$ cat src/verilog/adcsq_consts.svh
// register offsets, field positions, reset values and timing counts
`ifndef ADCSQ_CONSTS_SVH
`define ADCSQ_CONSTS_SVH
`define ADCSQ_OFF_MODE      4'h0
`define ADCSQ_OFF_TIMING    4'h1
`define ADCSQ_OFF_TRIGGER   4'h2
`define ADCSQ_OFF_CHANNEL   4'h3
`define ADCSQ_OFF_CMPMODE   4'h4
`define ADCSQ_OFF_CMPTHR    4'h5
`define ADCSQ_OFF_CLKSRC    4'h6
`define ADCSQ_OFF_RESULT    4'h7
`define ADCSQ_BIT_BUSY      0
`define ADCSQ_BIT_TRIGMODE  6
`define ADCSQ_BIT_ENABLE    7
`define ADCSQ_BIT_HSPEED    0
`define ADCSQ_BIT_SLOWCLK   0
`define ADCSQ_RST_MODE      8'h00
`define ADCSQ_RST_TIMING    8'h00
`define ADCSQ_RST_TRIGGER   8'h00
`define ADCSQ_RST_CHANNEL   8'h00
`define ADCSQ_RST_CMPMODE   8'h00
`define ADCSQ_RST_CMPTHR    8'h00
`define ADCSQ_RST_CLKSRC    8'h00
`define ADCSQ_CLK_MHZ       10
`define ADCSQ_STAB_NS       1000
`define ADCSQ_STAB_CYC      ((`ADCSQ_STAB_NS * `ADCSQ_CLK_MHZ + 999) / 1000)
`define ADCSQ_CONV_BASE     8'h20
`endif

$ cat src/verilog/adcsq_pkg.sv
// types of the converter sequencer control block
package adcsq_pkg;
  typedef enum logic [1:0] {
    ADCSQ_IDLE,
    ADCSQ_STAB,
    ADCSQ_WAIT,
    ADCSQ_CONV
  } adcsq_state_e;

  typedef struct packed {
    logic       cyc;
    logic       stb;
    logic       we;
    logic [3:0] adr;
    logic [7:0] dat;
  } adcsq_wbreq_s;
endpackage

$ cat src/verilog/adcsq_top.sv
// converter sequencer control with a classic wishbone register slave
// Operation
// - writes to the busy bit of the primary mode register are ignored
// - software trigger: a write to mode, trigger, channel, compare mode or compare threshold while busy restarts conversion from start
// - hardware trigger: a write to mode, trigger, channel, compare mode or compare threshold while busy aborts, waits for trigger
// - clearing converter enable stops operation; software clears it to save power
//
// Our own choices: the placing of the registers and the Wishbone slave port.
`timescale 1ns/1ps
`default_nettype none
`include "adcsq_consts.svh"
module adcsq_top (
  input  wire logic                  mclk_i,
  input  wire logic                  resetn_i,
  input  wire adcsq_pkg::adcsq_wbreq_s wb_req_i,
  output logic [7:0]                 wb_dat_o,
  output logic                       wb_ack_o,
  input  wire logic                  hw_trigger_i,
  input  wire logic [9:0]            analog_input_pins_i,
  output logic                       conversion_busy_o,
  output logic [3:0]                 active_channel_o
);
  adcsq_pkg::adcsq_state_e state;
  adcsq_pkg::adcsq_state_e next_state;
  logic [7:0] primary_mode_register;
  logic [7:0] timing_config_register;
  logic [7:0] trigger_source_register;
  logic [7:0] channel_select_register;
  logic [7:0] compare_mode_register;
  logic [7:0] compare_threshold_register;
  logic [7:0] clock_source_register;
  logic [7:0] result_register;
  logic [7:0] count;
  logic [7:0] next_count;

  // register index decode used by the write strobes
  function automatic logic hit(input logic [3:0] adr, input logic [3:0] off);
    hit = (adr == off);
  endfunction

  // where a conversion goes when it ends or is disturbed
  function automatic adcsq_pkg::adcsq_state_e after_run(input logic hw);
    if (hw) begin
      after_run = adcsq_pkg::ADCSQ_WAIT;
    end else begin
      after_run = adcsq_pkg::ADCSQ_CONV;
    end
  endfunction

  // ack answers a new request one cycle after it is seen
  wire       req_new   = wb_req_i.cyc & wb_req_i.stb & ~wb_ack_o;
  // writes land on the edge at which the master samples ack high
  wire       wr        = wb_ack_o & wb_req_i.cyc & wb_req_i.stb & wb_req_i.we;
  wire [3:0] a         = wb_req_i.adr;
  wire       wr_mode   = wr & hit(a, `ADCSQ_OFF_MODE);
  wire       wr_timing = wr & hit(a, `ADCSQ_OFF_TIMING);
  wire       wr_trig   = wr & hit(a, `ADCSQ_OFF_TRIGGER);
  wire       wr_chan   = wr & hit(a, `ADCSQ_OFF_CHANNEL);
  wire       wr_cmpm   = wr & hit(a, `ADCSQ_OFF_CMPMODE);
  wire       wr_cmpt   = wr & hit(a, `ADCSQ_OFF_CMPTHR);
  wire       wr_clks   = wr & hit(a, `ADCSQ_OFF_CLKSRC);
  // slow clock source flag: mode register access is barred then
  wire       slow_clk  = clock_source_register[`ADCSQ_BIT_SLOWCLK];
  wire       wr_mode_ok = wr_mode & ~slow_clk;
  // a rewrite of these registers cuts a running conversion short
  wire       disturb   = wr_mode_ok | wr_trig | wr_chan | wr_cmpm | wr_cmpt;
  wire       enable    = primary_mode_register[`ADCSQ_BIT_ENABLE];
  wire       hw_mode   = primary_mode_register[`ADCSQ_BIT_TRIGMODE];
  wire       busy      = (state == adcsq_pkg::ADCSQ_CONV);
  wire [7:0] conv_len  = `ADCSQ_CONV_BASE + {5'h00, timing_config_register[3:1]};
  wire [3:0] chan      = channel_select_register[3:0];
  wire       chan_ok   = (chan < 4'ha);
  // last cycle of a stabilisation or conversion count
  wire       last_beat = (count == 8'h01);

  // conversion sequencer next state
  always_comb begin
    next_state = state;
    next_count = count;
    unique case (state)
      adcsq_pkg::ADCSQ_IDLE: begin
        if (enable) begin
          next_state = adcsq_pkg::ADCSQ_STAB;
          next_count = 8'(`ADCSQ_STAB_CYC);
        end
      end
      adcsq_pkg::ADCSQ_STAB: begin
        next_count = count - 8'h01;
        if (last_beat) begin
          next_state = after_run(hw_mode);
          next_count = conv_len;
        end
      end
      adcsq_pkg::ADCSQ_WAIT: begin
        if (hw_trigger_i) begin
          next_state = adcsq_pkg::ADCSQ_CONV;
          next_count = conv_len;
        end
      end
      adcsq_pkg::ADCSQ_CONV: begin
        next_count = count - 8'h01;
        if (disturb || last_beat) begin
          next_state = after_run(hw_mode);
          next_count = conv_len;
        end
      end
    endcase
    if (!enable) begin
      next_state = adcsq_pkg::ADCSQ_IDLE;
      next_count = 8'h00;
    end
  end

  // sequencer state and count
  always_ff @(posedge mclk_i or negedge resetn_i) begin
    if (!resetn_i) begin
      state <= adcsq_pkg::ADCSQ_IDLE;
      count <= 8'h00;
    end else begin
      state <= next_state;
      count <= next_count;
    end
  end

  // conversion result: sampled pin level, full scale or zero
  always_ff @(posedge mclk_i or negedge resetn_i) begin
    if (!resetn_i) begin
      result_register <= 8'h00;
    end else if (busy && !disturb && last_beat && enable) begin
      result_register <= (chan_ok && analog_input_pins_i[chan]) ? 8'hff : 8'h00;
    end
  end

  // mode register; barred while the cpu runs from a slow clock
  always_ff @(posedge mclk_i or negedge resetn_i) begin
    if (!resetn_i) begin
      primary_mode_register <= `ADCSQ_RST_MODE;
    end else if (wr_mode_ok) begin
      primary_mode_register <= {wb_req_i.dat[7:1], 1'b0};
    end
  end

  // timing; a change while enabled sets the length of the next conversion count, not the running one
  always_ff @(posedge mclk_i or negedge resetn_i) begin
    if (!resetn_i) begin
      timing_config_register <= `ADCSQ_RST_TIMING;
    end else if (wr_timing) begin
      timing_config_register <= wb_req_i.dat;
    end
  end

  // trigger source
  always_ff @(posedge mclk_i or negedge resetn_i) begin
    if (!resetn_i) begin
      trigger_source_register <= `ADCSQ_RST_TRIGGER;
    end else if (wr_trig) begin
      trigger_source_register <= wb_req_i.dat;
    end
  end

  // channel select; out of range channels convert as zero
  always_ff @(posedge mclk_i or negedge resetn_i) begin
    if (!resetn_i) begin
      channel_select_register <= `ADCSQ_RST_CHANNEL;
    end else if (wr_chan) begin
      channel_select_register <= wb_req_i.dat;
    end
  end

  // compare mode
  always_ff @(posedge mclk_i or negedge resetn_i) begin
    if (!resetn_i) begin
      compare_mode_register <= `ADCSQ_RST_CMPMODE;
    end else if (wr_cmpm) begin
      compare_mode_register <= wb_req_i.dat;
    end
  end

  // compare threshold
  always_ff @(posedge mclk_i or negedge resetn_i) begin
    if (!resetn_i) begin
      compare_threshold_register <= `ADCSQ_RST_CMPTHR;
    end else if (wr_cmpt) begin
      compare_threshold_register <= wb_req_i.dat;
    end
  end

  // clock source; stands in for the cpu clock state
  always_ff @(posedge mclk_i or negedge resetn_i) begin
    if (!resetn_i) begin
      clock_source_register <= `ADCSQ_RST_CLKSRC;
    end else if (wr_clks) begin
      clock_source_register <= wb_req_i.dat;
    end
  end

  // read mux; unmapped and barred reads give zero
  logic [7:0] rd;
  always_comb begin
    rd = 8'h00;
    unique case (a)
      // busy flag reads in bit 0
      `ADCSQ_OFF_MODE:    rd = slow_clk ? 8'h00 : {primary_mode_register[7:1], busy};
      `ADCSQ_OFF_TIMING:  rd = timing_config_register;
      `ADCSQ_OFF_TRIGGER: rd = trigger_source_register;
      `ADCSQ_OFF_CHANNEL: rd = channel_select_register;
      `ADCSQ_OFF_CMPMODE: rd = compare_mode_register;
      `ADCSQ_OFF_CMPTHR:  rd = compare_threshold_register;
      `ADCSQ_OFF_CLKSRC:  rd = clock_source_register;
      `ADCSQ_OFF_RESULT:  rd = result_register;
      default:            rd = 8'h00;
    endcase
  end

  // single cycle ack; dropped the cycle after
  always_ff @(posedge mclk_i or negedge resetn_i) begin
    if (!resetn_i) begin
      wb_ack_o          <= 1'b0;
      wb_dat_o          <= 8'h00;
      conversion_busy_o <= 1'b0;
      active_channel_o  <= 4'h0;
    end else begin
      wb_ack_o          <= req_new;
      wb_dat_o          <= req_new ? rd : 8'h00;
      conversion_busy_o <= (next_state == adcsq_pkg::ADCSQ_CONV);
      active_channel_o  <= chan;
    end
  end
endmodule
`default_nettype wire

$ cat config.mk
export PLATFORM = sky130hd
export DESIGN_NAME = adcsq_top
export DESIGN_NICKNAME = d
export VERILOG_FILES = /design/src/verilog/adcsq_pkg.sv /design/src/verilog/adcsq_top.sv
export VERILOG_INCLUDE_DIRS = /design/src /design/src/verilog
export SDC_FILE = /design/constraint.sdc
export NUM_CORES = 1
export LEC_CHECK = 0
export BUFFER_PORTS_ARGS = -buffer_cell sky130_fd_sc_hd__buf_2
export CORE_ASPECT_RATIO = 1.2
export CORE_UTILIZATION = 30
export CTS_CLUSTER_DIAMETER = 120
export CTS_CLUSTER_SIZE = 20
export DETAILED_ROUTE_END_ITERATION = 12
export GPL_TIMING_DRIVEN = 0
export SLEW_MARGIN = 20
export SYNTH_ARGS = -nofsm -noshare
export SYNTH_HDL_FRONTEND = slang
export SYNTH_SLANG_ARGS = --single-unit
$ cat constraint.sdc
create_clock -name mclk_i -period 2.13 [get_ports mclk_i]
set_input_delay 0 -clock mclk_i [delete_from_list [all_inputs] [get_ports mclk_i]]
set_output_delay 0 -clock mclk_i [all_outputs]
set_load 0.05 [all_outputs]
# Word level (Yosys, flattened, before mapping)
# Index checks and enable logic that the tools add are counted.
dict set report word_totals {
  word_cells 75
  in_bits 28
  out_inout_bits 14
  regBits 87
}
dict set report op_classes {
  n_reduce_logical 8
  bitwise_logic 19
  eq_ne 13
  n_lt_le_gt_ge 2
  n_addsub 2
  muxes 17
}
# operator n
set op_table {}
lappend op_table {{8-bit case mux with 8 select lines} 1}
lappend op_table {{8-bit two-way mux} 7}
lappend op_table {{8-bit case mux with 4 select lines} 1}
lappend op_table {{4-bit by 3-bit equality test with 1-bit output, second input constant} 4}
lappend op_table {{1-bit bitwise AND} 13}
lappend op_table {{4-bit by 2-bit equality test with 1-bit output, second input constant} 2}
lappend op_table {{8-bit by 1-bit equality test with 1-bit output, second input constant} 1}
lappend op_table {{2-bit two-way mux} 4}
lappend op_table {{2-bit case mux with 4 select lines} 1}
lappend op_table {{8-bit by 1-bit subtractor with 8-bit output, second input constant} 1}
lappend op_table {{6-bit by 3-bit adder with 7-bit output, first input constant} 1}
lappend op_table {{2-bit equality test, second input constant} 3}
lappend op_table {{4-bit by 5-bit < comparator with 1-bit output, second input constant} 1}
lappend op_table {{1-bit binary-select mux with 4-bit select} 1}
lappend op_table {{4-bit by 1-bit equality test with 1-bit output, second input constant} 1}
lappend op_table {{1-bit logical AND} 4}
lappend op_table {{4-bit zero test} 1}
lappend op_table {{4-bit < comparator, second input constant} 1}
lappend op_table {{1-bit OR} 4}
lappend op_table {{3-bit inequality test, second input constant} 1}
lappend op_table {{2-bit by 1-bit equality test with 1-bit output, second input constant} 1}
lappend op_table {{2-bit zero test} 1}
lappend op_table {{1-bit two-way mux} 2}
lappend op_table {{1-bit NOT} 2}
lappend op_table {{other kinds (2)} 2}

# Depth between registers and ports, before layout
# Gate-level depths: netlist of run 1.
dict set report logic_depth {
  word_depth 14
  mapped_depth 7
  mapped_depth_nobuf 7
}

# Worst setup path after synthesis of run 1
# OpenSTA, ideal clock, no wires.
dict set report synth_timing {
  path_kind {reg2reg}
  from {reg wb_ack_o}
  to {reg count[1]}
  arrival_ns 2.042
  setup_ns 0.074
  required_ns 2.056
  stages_incl_launch_ff 6
  path_buffers 0
  setup_slack_ns 0.014
  synth_period_minus_slack_ns 2.116
  cell_sequence {dfrtp_1 -> nand4_1 -> a2111oi_4 -> a211oi_2 -> a221o_1 -> o21ai_2}
}
dict set report synth_between {
  elab_chain_cells 13
  elab_cells_between_ends 17
  cone_classes {mux: 3; bitwise: 13; reduce/logical: 1}
}
# item line
set synth_lines {}
lappend synth_lines {{from (decl)} adcsq_top.sv:17} ;# output logic wb_ack_o,
lappend synth_lines {{from (signal assigned)} adcsq_top.sv:223} ;# wb_ack_o <= req_new;
lappend synth_lines {{1-bit bitwise AND (*) (3 in series)} adcsq_top.sv:53} ;# wire wr = wb_ack_o & wb_req_i.cyc & wb_req_i.stb & wb_req_i.we;
lappend synth_lines {{1-bit bitwise AND} adcsq_top.sv:55} ;# wire wr_mode = wr & hit(a, `ADCSQ_OFF_MODE);
lappend synth_lines {{1-bit bitwise AND} adcsq_top.sv:64} ;# wire wr_mode_ok = wr_mode & ~slow_clk;
lappend synth_lines {{1-bit OR (3 in series)} adcsq_top.sv:66} ;# wire disturb = wr_mode_ok | wr_trig | wr_chan | wr_cmpm | wr_cmpt;
lappend synth_lines {{1-bit OR (*)} adcsq_top.sv:66}
lappend synth_lines {{1-bit logical OR (*)} adcsq_top.sv:102} ;# if (disturb || last_beat) begin
lappend synth_lines {{8-bit two-way mux (*)} adcsq_top.sv:102}
lappend synth_lines {{8-bit case mux with 4 select lines (*)} adcsq_top.sv:80} ;# unique case (state)
lappend synth_lines {{8-bit two-way mux (*)} adcsq_top.sv:108} ;# if (!enable) begin
lappend synth_lines {{to (signal assigned)} adcsq_top.sv:121} ;# count <= next_count;
lappend synth_lines {{to (decl)} adcsq_top.sv:33} ;# logic [7:0] count;
# Mark *: on every way between the ends. The rest lies on a longest branch, timed or not.
# A chain may end at the register's enable or synchronous reset.

# Final worst setup path of run 1
dict set report layout_timing {
  from {reg wb_ack_o}
  to {reg timing_config_register[7]}
}
dict set report layout_between {
  elab_chain_cells 4
}
# item line
set layout_lines {}
lappend layout_lines {{1-bit bitwise AND (3 in series)} adcsq_top.sv:53}
lappend layout_lines {{1-bit bitwise AND} adcsq_top.sv:56} ;# wire wr_timing = wr & hit(a, `ADCSQ_OFF_TIMING);
lappend layout_lines {{to (signal assigned)} adcsq_top.sv:146} ;# timing_config_register <= `ADCSQ_RST_TIMING;
lappend layout_lines {{to (signal assigned)} adcsq_top.sv:148} ;# timing_config_register <= wb_req_i.dat;
lappend layout_lines {{to (decl)} adcsq_top.sv:26} ;# logic [7:0] timing_config_register;
# No other way between the ends.

==> metrics.yaml, run 1 <==
die_y_um: 126
synth_seq_cells: 80
totalWireLength_mm: 9.01
ant_nets: 0
synthesis.nets: 340
synth_xor_area_share_pct: 0.229
vias_per_cell: 5.04
initial_core_util_pct: 31.1
antenna_found_initial: 0
synth_common_cells: "80 x dfrtp_1, 60 x mux2_2, 21 x nand2_1, 19 x o21ai_0, 15 x a21oi_1"
ios: 42
period_share_pct: 99.2
hold_path_depth: 2
cp_slowest_stage_delay_ns: 0.51
rsz0062_at_grt: "true"
hold_path_class: "in2reg"
synthFlopType: "dfrtp_1"
multi_input_area_sq_um: 1750
synthAdderAreaFrac_pct: 0.655
place_congestion: 0.809
synth_edf_count: 0
syn_to_final_growth_pct: 23.5
crit_chain: "nand4_1, nand2b_1, nor2_2, mux2_2"
maxCapViolations: 0
syn_area_sq_um: 3820
arrival_ns: 2.33
n_fill_cell: 1222
synth.avg_cell_area_sq_um: 12.3
reg2reg_to: "timing_config_register[7]"
seq_area_frac_synth_pct: 52.4
vias: 2728
period_needed_ns: 2.11
synth_area_leaders: "dfrtp_1 52%, mux2_2 18%, o21ai_0 2.5%"
yosys.area_share.simple_pct: 9.86
peakVddDrop_v: 0.000406
hold_violations: 0
drt-pass1-iter-count: 4
setup_viol: 0
ys_async_sr_fraction_pct: 100
synthCells: 310
coreArea_sq_um: 12300
grt_max_degree: 49
grt-ovfl-total: 0
p_per_area_nw_per_um2: 882
synth.distinct_cells: 48
reg2reg_depth: 4
path_clk_slew_ns: 0.06
htreeDepth: 3
cp-end-kind: "flip-flop"
drc_errors: 0
cts_root_buffer: "clkbuf_16"
cp-startpoint: "wb_ack_o"
n_antenna_cell: 0
cp.required_ns: 2.35
wl_per_cell_um: 16.7
layout.cells.non_filler: 541
cts_buffer_depth: 2
yosysMostFrequentCell: "dfrtp_1"
report.final.slew_viol_count: 0
skew_ns: 0.00624
final_layout_size_suffix_gt1_share_pct: 37.9
seqCellArea_sq_um: 2000
worst_pin_slew_ns: 0.866
fmax_mhz: 473
leakage_nw: 2.18
cts_tree: "yes"
synth_top_area_share_pct: 52.4
setup_slack_ns: 0.0177
grt_pass1_wl_mm: 15.2
dp_slack_ns: -0.0643
synth_top_area_cell: "dfrtp_1"
drtIter0Drc: 176
gr-usage-all-layers_pct: 14.9
cts_buffers: 9
synth-compound-area-share_pct: 12.6
crit_slowest_cell: "nor2_2"
die_x_um: 105
setup.worst_path.end: "timing_config_register[7]"
r2r_slack_ns: 0.02
grt_pass1_vias: 2922
synth_top_family_by_area: "multiplexers"
ys_warn_count: 0
port_buffers: 40
critical_path.reg2reg.startpoint: "wb_ack_o"
status: "complete, no violations"
die_area_sq_um: 13200
clock-sinks: 80
critPathKind: "reg2reg"
dp_hpwl_mm: 6.43
post-place-cells: 512
finalPower_mw: 4.16
insertion_delay_ns: 0.33
crit_fanout: 9
slew_headroom_pct: 42.1
layout.nets: 405
muxShareOfSynthArea_pct: 21.8
rows: 44
worstSetupStartpointType: "flip-flop"
[registers in the layout, summed over array words and instances, names as in the netlist, 2 cells and up]
register / flops
wb_dat_o: 8
compare_threshold_register: 8
active_channel_o: 4
channel_select_register: 8
state: 2
compare_mode_register: 8
clock_source_register: 8
timing_config_register: 8
count: 8
primary_mode_register: 7
trigger_source_register: 8
[through the flow]
| stage | hold slack, ns | TNS (ns) | cell area, sq um | utilization (%) |
|---|---|---|---|---|
| final | 0.0147 | 0 | 4720 | 38.4 |
| after detailed placement | -0.0141 | -0.0643 | 4250 | 34.6 |
| after floorplan | -0.296 | 0 | 3820 | - |
| after global placement | 0.258 | -0.00856 | 4220 | 34.4 |
| after global routing | 0.0201 | -0.865 | 4720 | 38.4 |
| after CTS | 0.00101 | 0 | 4670 | 38.0 |
[worst max-delay path: cells and delay by family, from the launching register on]
| kind | cells | cell delay (ns) |
|---|---|---|
| flip-flops | 1 | 0.38 |
| AND/OR/NAND/NOR | 3 | 1.20 |
| multiplexers | 1 | 0.41 |
[report_power, final]
part           internal (mW)  switching [mW]
Combinational          0.320           0.404
Sequential              1.67           0.129
Clock                   1.03           0.613
[cells by family (layout without fill, tap and decap cells)]
| group | count (synthesis) | in the layout |
|---|---|---|
| AO/OA/AOI/OAI | 68 | 68 |
| adder cells (fa/ha/maj) | 2 | 2 |
| multiplexers | 72 | 72 |
| buffers and inverters | 18 | 88 |
| AND/OR/NAND/NOR | 69 | 69 |
| flip-flops | 80 | 80 |
| XOR/XNOR | 1 | 1 |
[worst min-delay path by stage]
| stage | start | to | slack [ns] |
|---|---|---|---|
| global route | wb_req_i[5] | compare_mode_register[5] | 0.02 |
| floorplan | resetn_i | active_channel_o[0] | -0.30 |
| detailed placement | resetn_i | active_channel_o[3] | -0.01 |
| finish | wb_req_i[0] | compare_threshold_register[0] | 0.01 |
| global placement | wb_req_i[14] | wb_ack_o | 0.26 |
| CTS | wb_req_i[5] | compare_mode_register[5] | 0.001 |
[layer usage]
metal  share of wire, %  up-vias  track usage, %  routed length, um
met4                1.7        0            6.30                155
li1                   -     1280               -                  -
met3                2.4        9            2.40                218
met1                 43     1395            18.0               3910
met2                 52       44            26.3               4730
met5                  0        -               0                  0
[cell type report]
class / instances / share of cell area [%]
Tap cell: 161 / 4.27
Clock inverter: 7 / 2.02
Sequential cell: 80 / 42.4
Multi-Input combinational cell: 212 / 37.2
Timing Repair Buffer: 54 / 7.43
Clock buffer: 9 / 4.77
Inverter: 6 / 0.477
Buffer: 12 / 1.43
[layout by cell type (no fill, tap or decap), types with 4 or more instances in the layout]
cell type / instances
a22oi_1: 4
nor2b_1: 4
dlygate4sd3_1: 9
mux2_2: 60
nor2_1: 13
a21oi_1: 15
o21ai_0: 18
a222oi_1: 6
mux2i_1: 9
clkbuf_16: 9
nand2_1: 21
buf_4: 6
inv_1: 6
nand2b_1: 5
clkbuf_1: 5
buf_2: 42
dfrtp_1: 80
a22o_1: 5
a31oi_1: 4
[timing repair]
item                                    CTS  global route
hold endpoints to repair                 58             0
pin swaps                                 0             3
hold buffers                              9             0
endpoints found under the setup margin    1            29
cloned                                    0             0
setup buffers                             0             4
gates resized for setup                   1             4
No activity file was read; power rests on OpenSTA's default activity.
==> run 2: changes to the inputs <==
--- a/config.mk
+++ b/config.mk
@@ -13,6 +13,7 @@
 export CTS_CLUSTER_SIZE = 20
 export DETAILED_ROUTE_END_ITERATION = 12
 export GPL_TIMING_DRIVEN = 0
+export REMOVE_ABC_BUFFERS = 1
 export SLEW_MARGIN = 20
 export SYNTH_ARGS = -nofsm -noshare
 export SYNTH_HDL_FRONTEND = slang
==> metrics.yaml, run 2 (synthesis results as in run 1) <==
status: "complete, no violations"
rows: 44  # unchanged
skew_ns: 0.00329  # -0.00295 ns
coreArea_sq_um: 12300  # unchanged
cp.required_ns: 2.35  # about the same
critPathBufInv: 1  # +1
worstSetupStartpointType: "flip-flop"
cts_tree: "yes"
cts_root_buffer: "clkbuf_16"
vias_per_cell: 5.06  # +0.36%
setup_viol: 0  # unchanged
rsz0062_at_grt: "true"
pwr-share-clk_pct: 37.7  # -1.7 points
peakVddDrop_v: 0.000417  # +2.5%
die_area_sq_um: 13200  # unchanged
drtIter0Drc: 168  # -4.5%
grt-ovfl-total: 0  # unchanged
grt_max_degree: 59  # +20%
critPathKind: "reg2reg"
dp_hpwl_mm: 5.99  # -7.0%
insertion_delay_ns: 0.33  # about the same
grt_pass1_wl_mm: 14.4  # -5.3%
crit_chain: "inv_1, ha_1, or4b_4, nor2_4, nand4_1, nor2_1, mux2_2"
netSwitchingFraction_pct: 28.2  # +0.61 points
crit_fanout: 6  # -3
clock-sinks: 80  # unchanged
maxCapViolations: 0  # unchanged
finalCoreUtilization_pct: 37.5  # -0.89 points
finalPower_mw: 4.01  # -3.7%
fmax_mhz: 484  # +2.2%
antenna_found_initial: 0  # unchanged
cp_slowest_stage_delay_ns: 0.47  # -0.04 ns
period_needed_ns: 2.07  # -0.0459 ns
htreeDepth: 3  # unchanged
internal-power_mw: 2.88  # -4.5%
p_per_area_nw_per_um2: 869  # -1.4%
place_congestion: 0.757  # -6.3%
leakage_nw: 2.12  # -2.8%
seq_power_share_pct: 45.3  # +2.1 points
layout.cells.non_filler: 529  # -2.2%
grt_pass1_vias: 2731  # -6.5%
cp-end-kind: "flip-flop"
final_common_cell: "dfrtp_1"
critical_path.top_delay_family: "simple AND/OR/NAND/NOR gates"
hold_violations: 0  # unchanged
totalWireLength_mm: 8.51  # -5.6%
ant_nets: 0  # unchanged
period_share_pct: 97.0  # -2.2 points
power_frac_comb_pct: 16.9  # -0.5 points
die_x_um: 105  # unchanged
arrival_ns: 2.29  # -0.04 ns
most-common-layout-cells: "80 x dfrtp_1, 60 x mux2_2, 40 x buf_2, 21 x nand2_1, 19 x o21ai_0"
die_y_um: 126  # unchanged
report.final.slew_viol_count: 0  # unchanged
path_clk_slew_ns: 0.06  # about the same
ios: 42  # unchanged
cts_buffer_depth: 2  # unchanged
gr-usage-all-layers_pct: 14.3  # -0.61 points
drc_errors: 0  # unchanged
cts_buffers: 9  # unchanged
n_fill_cell: 1209  # -1.1%
slew_headroom_pct: 49.4  # +7.3 points
vias: 2677  # -1.9%
drt-pass1-iter-count: 5  # +1
hold_path_class: "in2reg"
layout.nets: 393  # -3.0%
worst_pin_slew_ns: 0.754  # -0.112 ns
p_sw_mw: 1.13  # -1.6%
wl_per_cell_um: 16.1  # -3.5%
final_layout_size_suffix_gt1_share_pct: 37.0  # -0.94 points
crit_slowest_cell: "or4b_4"
initial_core_util_pct: 31.1  # unchanged
syn_to_final_growth_pct: 20.7
n_antenna_cell: 0  # unchanged
post-place-cells: 501  # -2.1%
port_buffers: 41  # +2.5%
==> run 2: cell types whose count changed in the layout (fill, tap and decap cells not counted), moves of 2 or more <==
cell / delta
clkinvlp_4: +2
buf_6: -2
buf_4: -2
clkbuf_1: -3
buf_2: -2
==> run 2: repair_timing <==
item,CTS,global route
gates resized for setup,2,1
setup buffers,0,3
setup endpoints to repair,6,15
hold buffers,9,0
pin swaps,1,1
hold endpoints to repair,111,0
==> run 2: layout make-up <==
cell class / count / area, sq um / area share, %
inverter: 6 / 22.5 / 0.489
tap: 161 / 201 / 4.37
clock buffer: 11 / 233 / 5.05
timing repair buffer: 54 / 348 / 7.55
multi-input combinational: 212 / 1740 / 37.8
sequential: 80 / 2000 / 43.4
clock inverter: 5 / 57.6 / 1.25
==> run 2: worst paths after layout <==
path	startpoint	to	slack [ns]	cells past startpoint
worst min register to register	wb_ack_o	wb_ack_o	0.48	1
max in group asynchronous	resetn_i	compare_threshold_register[2]	1.42	3
worst min-delay path	wb_req_i[5]	channel_select_register[5]	0.008	2
worst max register to register	count[1]	result_register[6]	0.06	7
worst max-delay path	count[1]	result_register[6]	0.06	7
min in group asynchronous	resetn_i	active_channel_o[2]	0.11	2
==> run 2: power groups by stage <==
stage	registers (mW)	logic (mW)	clock network (mW)
CTS	1.81	0.673	1.56
global placement	1.83	0.625	0
global route	1.84	0.757	1.62
floorplan	1.83	0.424	0
finish	1.82	0.679	1.51
detailed placement	1.83	0.653	0
==> run 2: metal layers <==
layer | GRT usage, % | share of wire, %
met1 | 17.7 | 45
met2 | 23.6 | 50
met3 | 4.38 | 3.6
met4 | 4.89 | 1.3
met5 | 0 | 0
==> run 2: metrics by stage <==
stage	hold WS, ns	setup TNS, ns	instance area, sq um	setup slack, ns
floorplan	-0.296	0	3750	0.00874
global placement	0.254	-0.287	4160	-0.0786
detailed placement	-0.0721	-0.421	4190	-0.0651
CTS	0.00250	0	4580	0.0203
global route	0.0128	-0.0277	4610	-0.0277
finish	0.00840	0	4610	0.0636
==> run 2: worst register-to-register path, cell delays in order, from the launching register on <==
cell and delay [ns]:
dfrtp_1 0.39, inv_1 0.12, ha_1 0.15, or4b_4 0.48, nor2_4 0.19, nand4_1 0.14, nor2_1 0.15, mux2_2 0.34
==> run 3: changes to the inputs <==
--- a/config.mk
+++ b/config.mk
@@ -13,6 +13,7 @@
 export CTS_CLUSTER_SIZE = 20
 export DETAILED_ROUTE_END_ITERATION = 12
 export GPL_TIMING_DRIVEN = 0
+export PLACE_DENSITY = 0.55
 export REMOVE_ABC_BUFFERS = 1
 export SLEW_MARGIN = 20
 export SYNTH_ARGS = -nofsm -noshare
==> metrics.yaml, run 3 (synthesis results as in run 1) <==
status: "complete, no violations"
critical_path.reg2reg.startpoint: "count[1]"
cts_root_buffer: "clkbuf_16"
final_common_cell: "dfrtp_1"
setup_viol: 0  # unchanged
totalWireLength_mm: 8.85  # +4.0%
setup_slack_ns: 0.147  # +0.0831 ns
peakVddDrop_v: 0.000363  # -13%
reg2reg_to: "result_register[6]"
critical_path.top_delay_family: "simple AND/OR/NAND/NOR gates"
layout.nets: 394  # +0.25%
p_sw_mw: 1.21  # +7.0%
cp.required_ns: 2.35  # about the same
cts_buffers: 9  # unchanged
vias_per_cell: 4.97  # -1.8%
maxCapViolations: 0  # unchanged
n_antenna_cell: 0  # unchanged
min_to: "compare_threshold_register[1]"
hold_path_depth: 2  # unchanged
leakage_nw: 2.15  # +1.4%
initial_core_util_pct: 31.1  # unchanged
gr-usage-all-layers_pct: 14.6  # +0.32 points
insertion_delay_ns: 0.34  # about the same
antenna_found_initial: 0  # unchanged
grt_pass1_vias: 2873  # +5.2%
path_clk_slew_ns: 0.07  # about the same
dp_hpwl_mm: 6.08  # +1.5%
skew_ns: 0.0100  # +0.00673 ns
period_needed_ns: 1.98  # -0.0831 ns
arrival_ns: 2.20  # -0.09 ns
grt-ovfl-total: 0  # unchanged
finalCoreUtilization_pct: 37.9  # +0.39 points
rows: 44  # unchanged
grt_pass1_wl_mm: 15.0  # +4.4%
drt-pass1-iter-count: 4  # -1
report.final.slew_viol_count: 0  # unchanged
crit_fanout: 4  # -2
drtIter0Drc: 96  # -43%
drc_errors: 0  # unchanged
die_y_um: 126  # unchanged
hold_violations: 0  # unchanged
worst_pin_slew_ns: 0.746  # -0.00828 ns
r2r_slack_ns: 0.15  # +0.08 ns
vias: 2635  # -1.6%
seqCellArea_sq_um: 2000  # unchanged
ios: 42  # unchanged
n_fill_cell: 1190  # -1.6%
fmax_mhz: 504  # +4.2%
port_buffers: 41  # unchanged
coreArea_sq_um: 12300  # unchanged
rsz0062_at_grt: "false"
seq_power_share_pct: 44.0  # -1.3 points
wl_per_cell_um: 16.7  # +3.8%
ant_nets: 0  # unchanged
multi_input_area_sq_um: 1770  # +1.3%
cts_buffer_depth: 2  # unchanged
internal-power_mw: 2.91  # +1.1%
die_x_um: 105  # unchanged
clock-sinks: 80  # unchanged
critPathKind: "reg2reg"
die_area_sq_um: 13200  # unchanged
p_per_area_nw_per_um2: 884  # +1.7%
cts_tree: "yes"
cp_slowest_stage_delay_ns: 0.48  # about the same
hp-start: "wb_req_i[1]"
period_share_pct: 93.1  # -3.9 points
finalPower_mw: 4.12  # +2.7%
crit_chain: "inv_2, ha_1, or4b_4, nor2_4, nand4_1, nor2_1, mux2_2"
crit_slowest_cell: "or4b_4"
worstSetupStartpointType: "flip-flop"
power_frac_comb_pct: 16.6  # -0.3 points
cp-startpoint: "count[1]"
netSwitchingFraction_pct: 29.3  # +1.2 points
grt_max_degree: 48  # -19%
slew_headroom_pct: 50.0  # +0.56 points
dp_slack_ns: -0.0903  # -0.0252 ns
syn_to_final_growth_pct: 21.9
htreeDepth: 3  # unchanged
critPathBufInv: 1  # unchanged
cp-end-kind: "flip-flop"
pwr-share-clk_pct: 39.3  # +1.6 points
most-common-layout-cells: "80 x dfrtp_1, 60 x mux2_2, 40 x buf_2, 21 x nand2_1, 19 x o21ai_0"
final_layout_size_suffix_gt1_share_pct: 38.2  # +1.3 points
hold_path_class: "in2reg"
reg2reg_depth: 7  # unchanged
place_congestion: 0.742  # -2.0%
-- run 3: cell types whose count changed in the layout (fill, tap and decap cells not counted), sizes merged --
cell,previous run,this run
buf,45,47
inv,6,11
clkbuf,11,9
dlygate4sd3,9,8
clkinvlp,3,0
-- run 3: final cells by class --
type                    count  area share (%)
clock buffers               9            4.84
multi-input cells         212            37.9
clock inverters             7            1.83
repair buffers             55            7.58
inverters                   6           0.484
flip-flops and latches     80            43.0
well taps                 161            4.33
-- run 3: worst max path at each step --
stage                               end  slack (ns)  depth (start not counted)
3_3_place_gp         result_register[6]       -0.08                          7
2_1_floorplan  compare_mode_register[0]       0.009                          3
3_5_place_dp         result_register[6]       -0.09                          7
6_report             result_register[6]        0.15                          7
4_1_cts              result_register[6]       0.007                          7
5_1_grt                        count[7]        0.02                          8
-- run 3: what timing repair did --
item / in CTS / in global routing
hold buffers: 8 / 0
cloned: 0 / 0
hold endpoints to repair: 55 / 0
setup buffers: 0 / 5
setup endpoints to repair: 1 / 40
resized for setup: 1 / 6
pin swaps: 1 / 3
-- run 3: power by group through the flow --
stage	Sequential, mW	Clock, mW	Combinational (mW)
CTS	1.81	1.65	0.673
global placement	1.83	0	0.628
detailed placement	1.83	0	0.653
global route	1.84	1.72	0.769
floorplan	1.83	0	0.424
finish	1.81	1.62	0.684
-- run 3: layer usage --
| metal | wire [um] | share of wire, % | GRT usage [%] |
|---|---|---|---|
| met1 | 4240 | 48 | 19.0 |
| met2 | 4310 | 49 | 24.7 |
| met3 | 209 | 2.4 | 2.66 |
| met4 | 89 | 1.0 | 4.47 |
| met5 | 0 | 0 | 0 |
-- run 3: stage by stage --
stage / std cells / TNS (ns) / area (sq um) / hold slack [ns]
2_1_floorplan: 298 / 0 / 3750 / -0.296
3_3_place_gp: 500 / -0.249 / 4160 / 0.254
3_5_place_dp: 501 / -0.236 / 4190 / 0.00200
4_1_cts: 525 / 0 / 4580 / 0.00373
5_1_grt: 530 / 0 / 4660 / 0.0139
6_report: 530 / 0 / 4660 / 0.0160
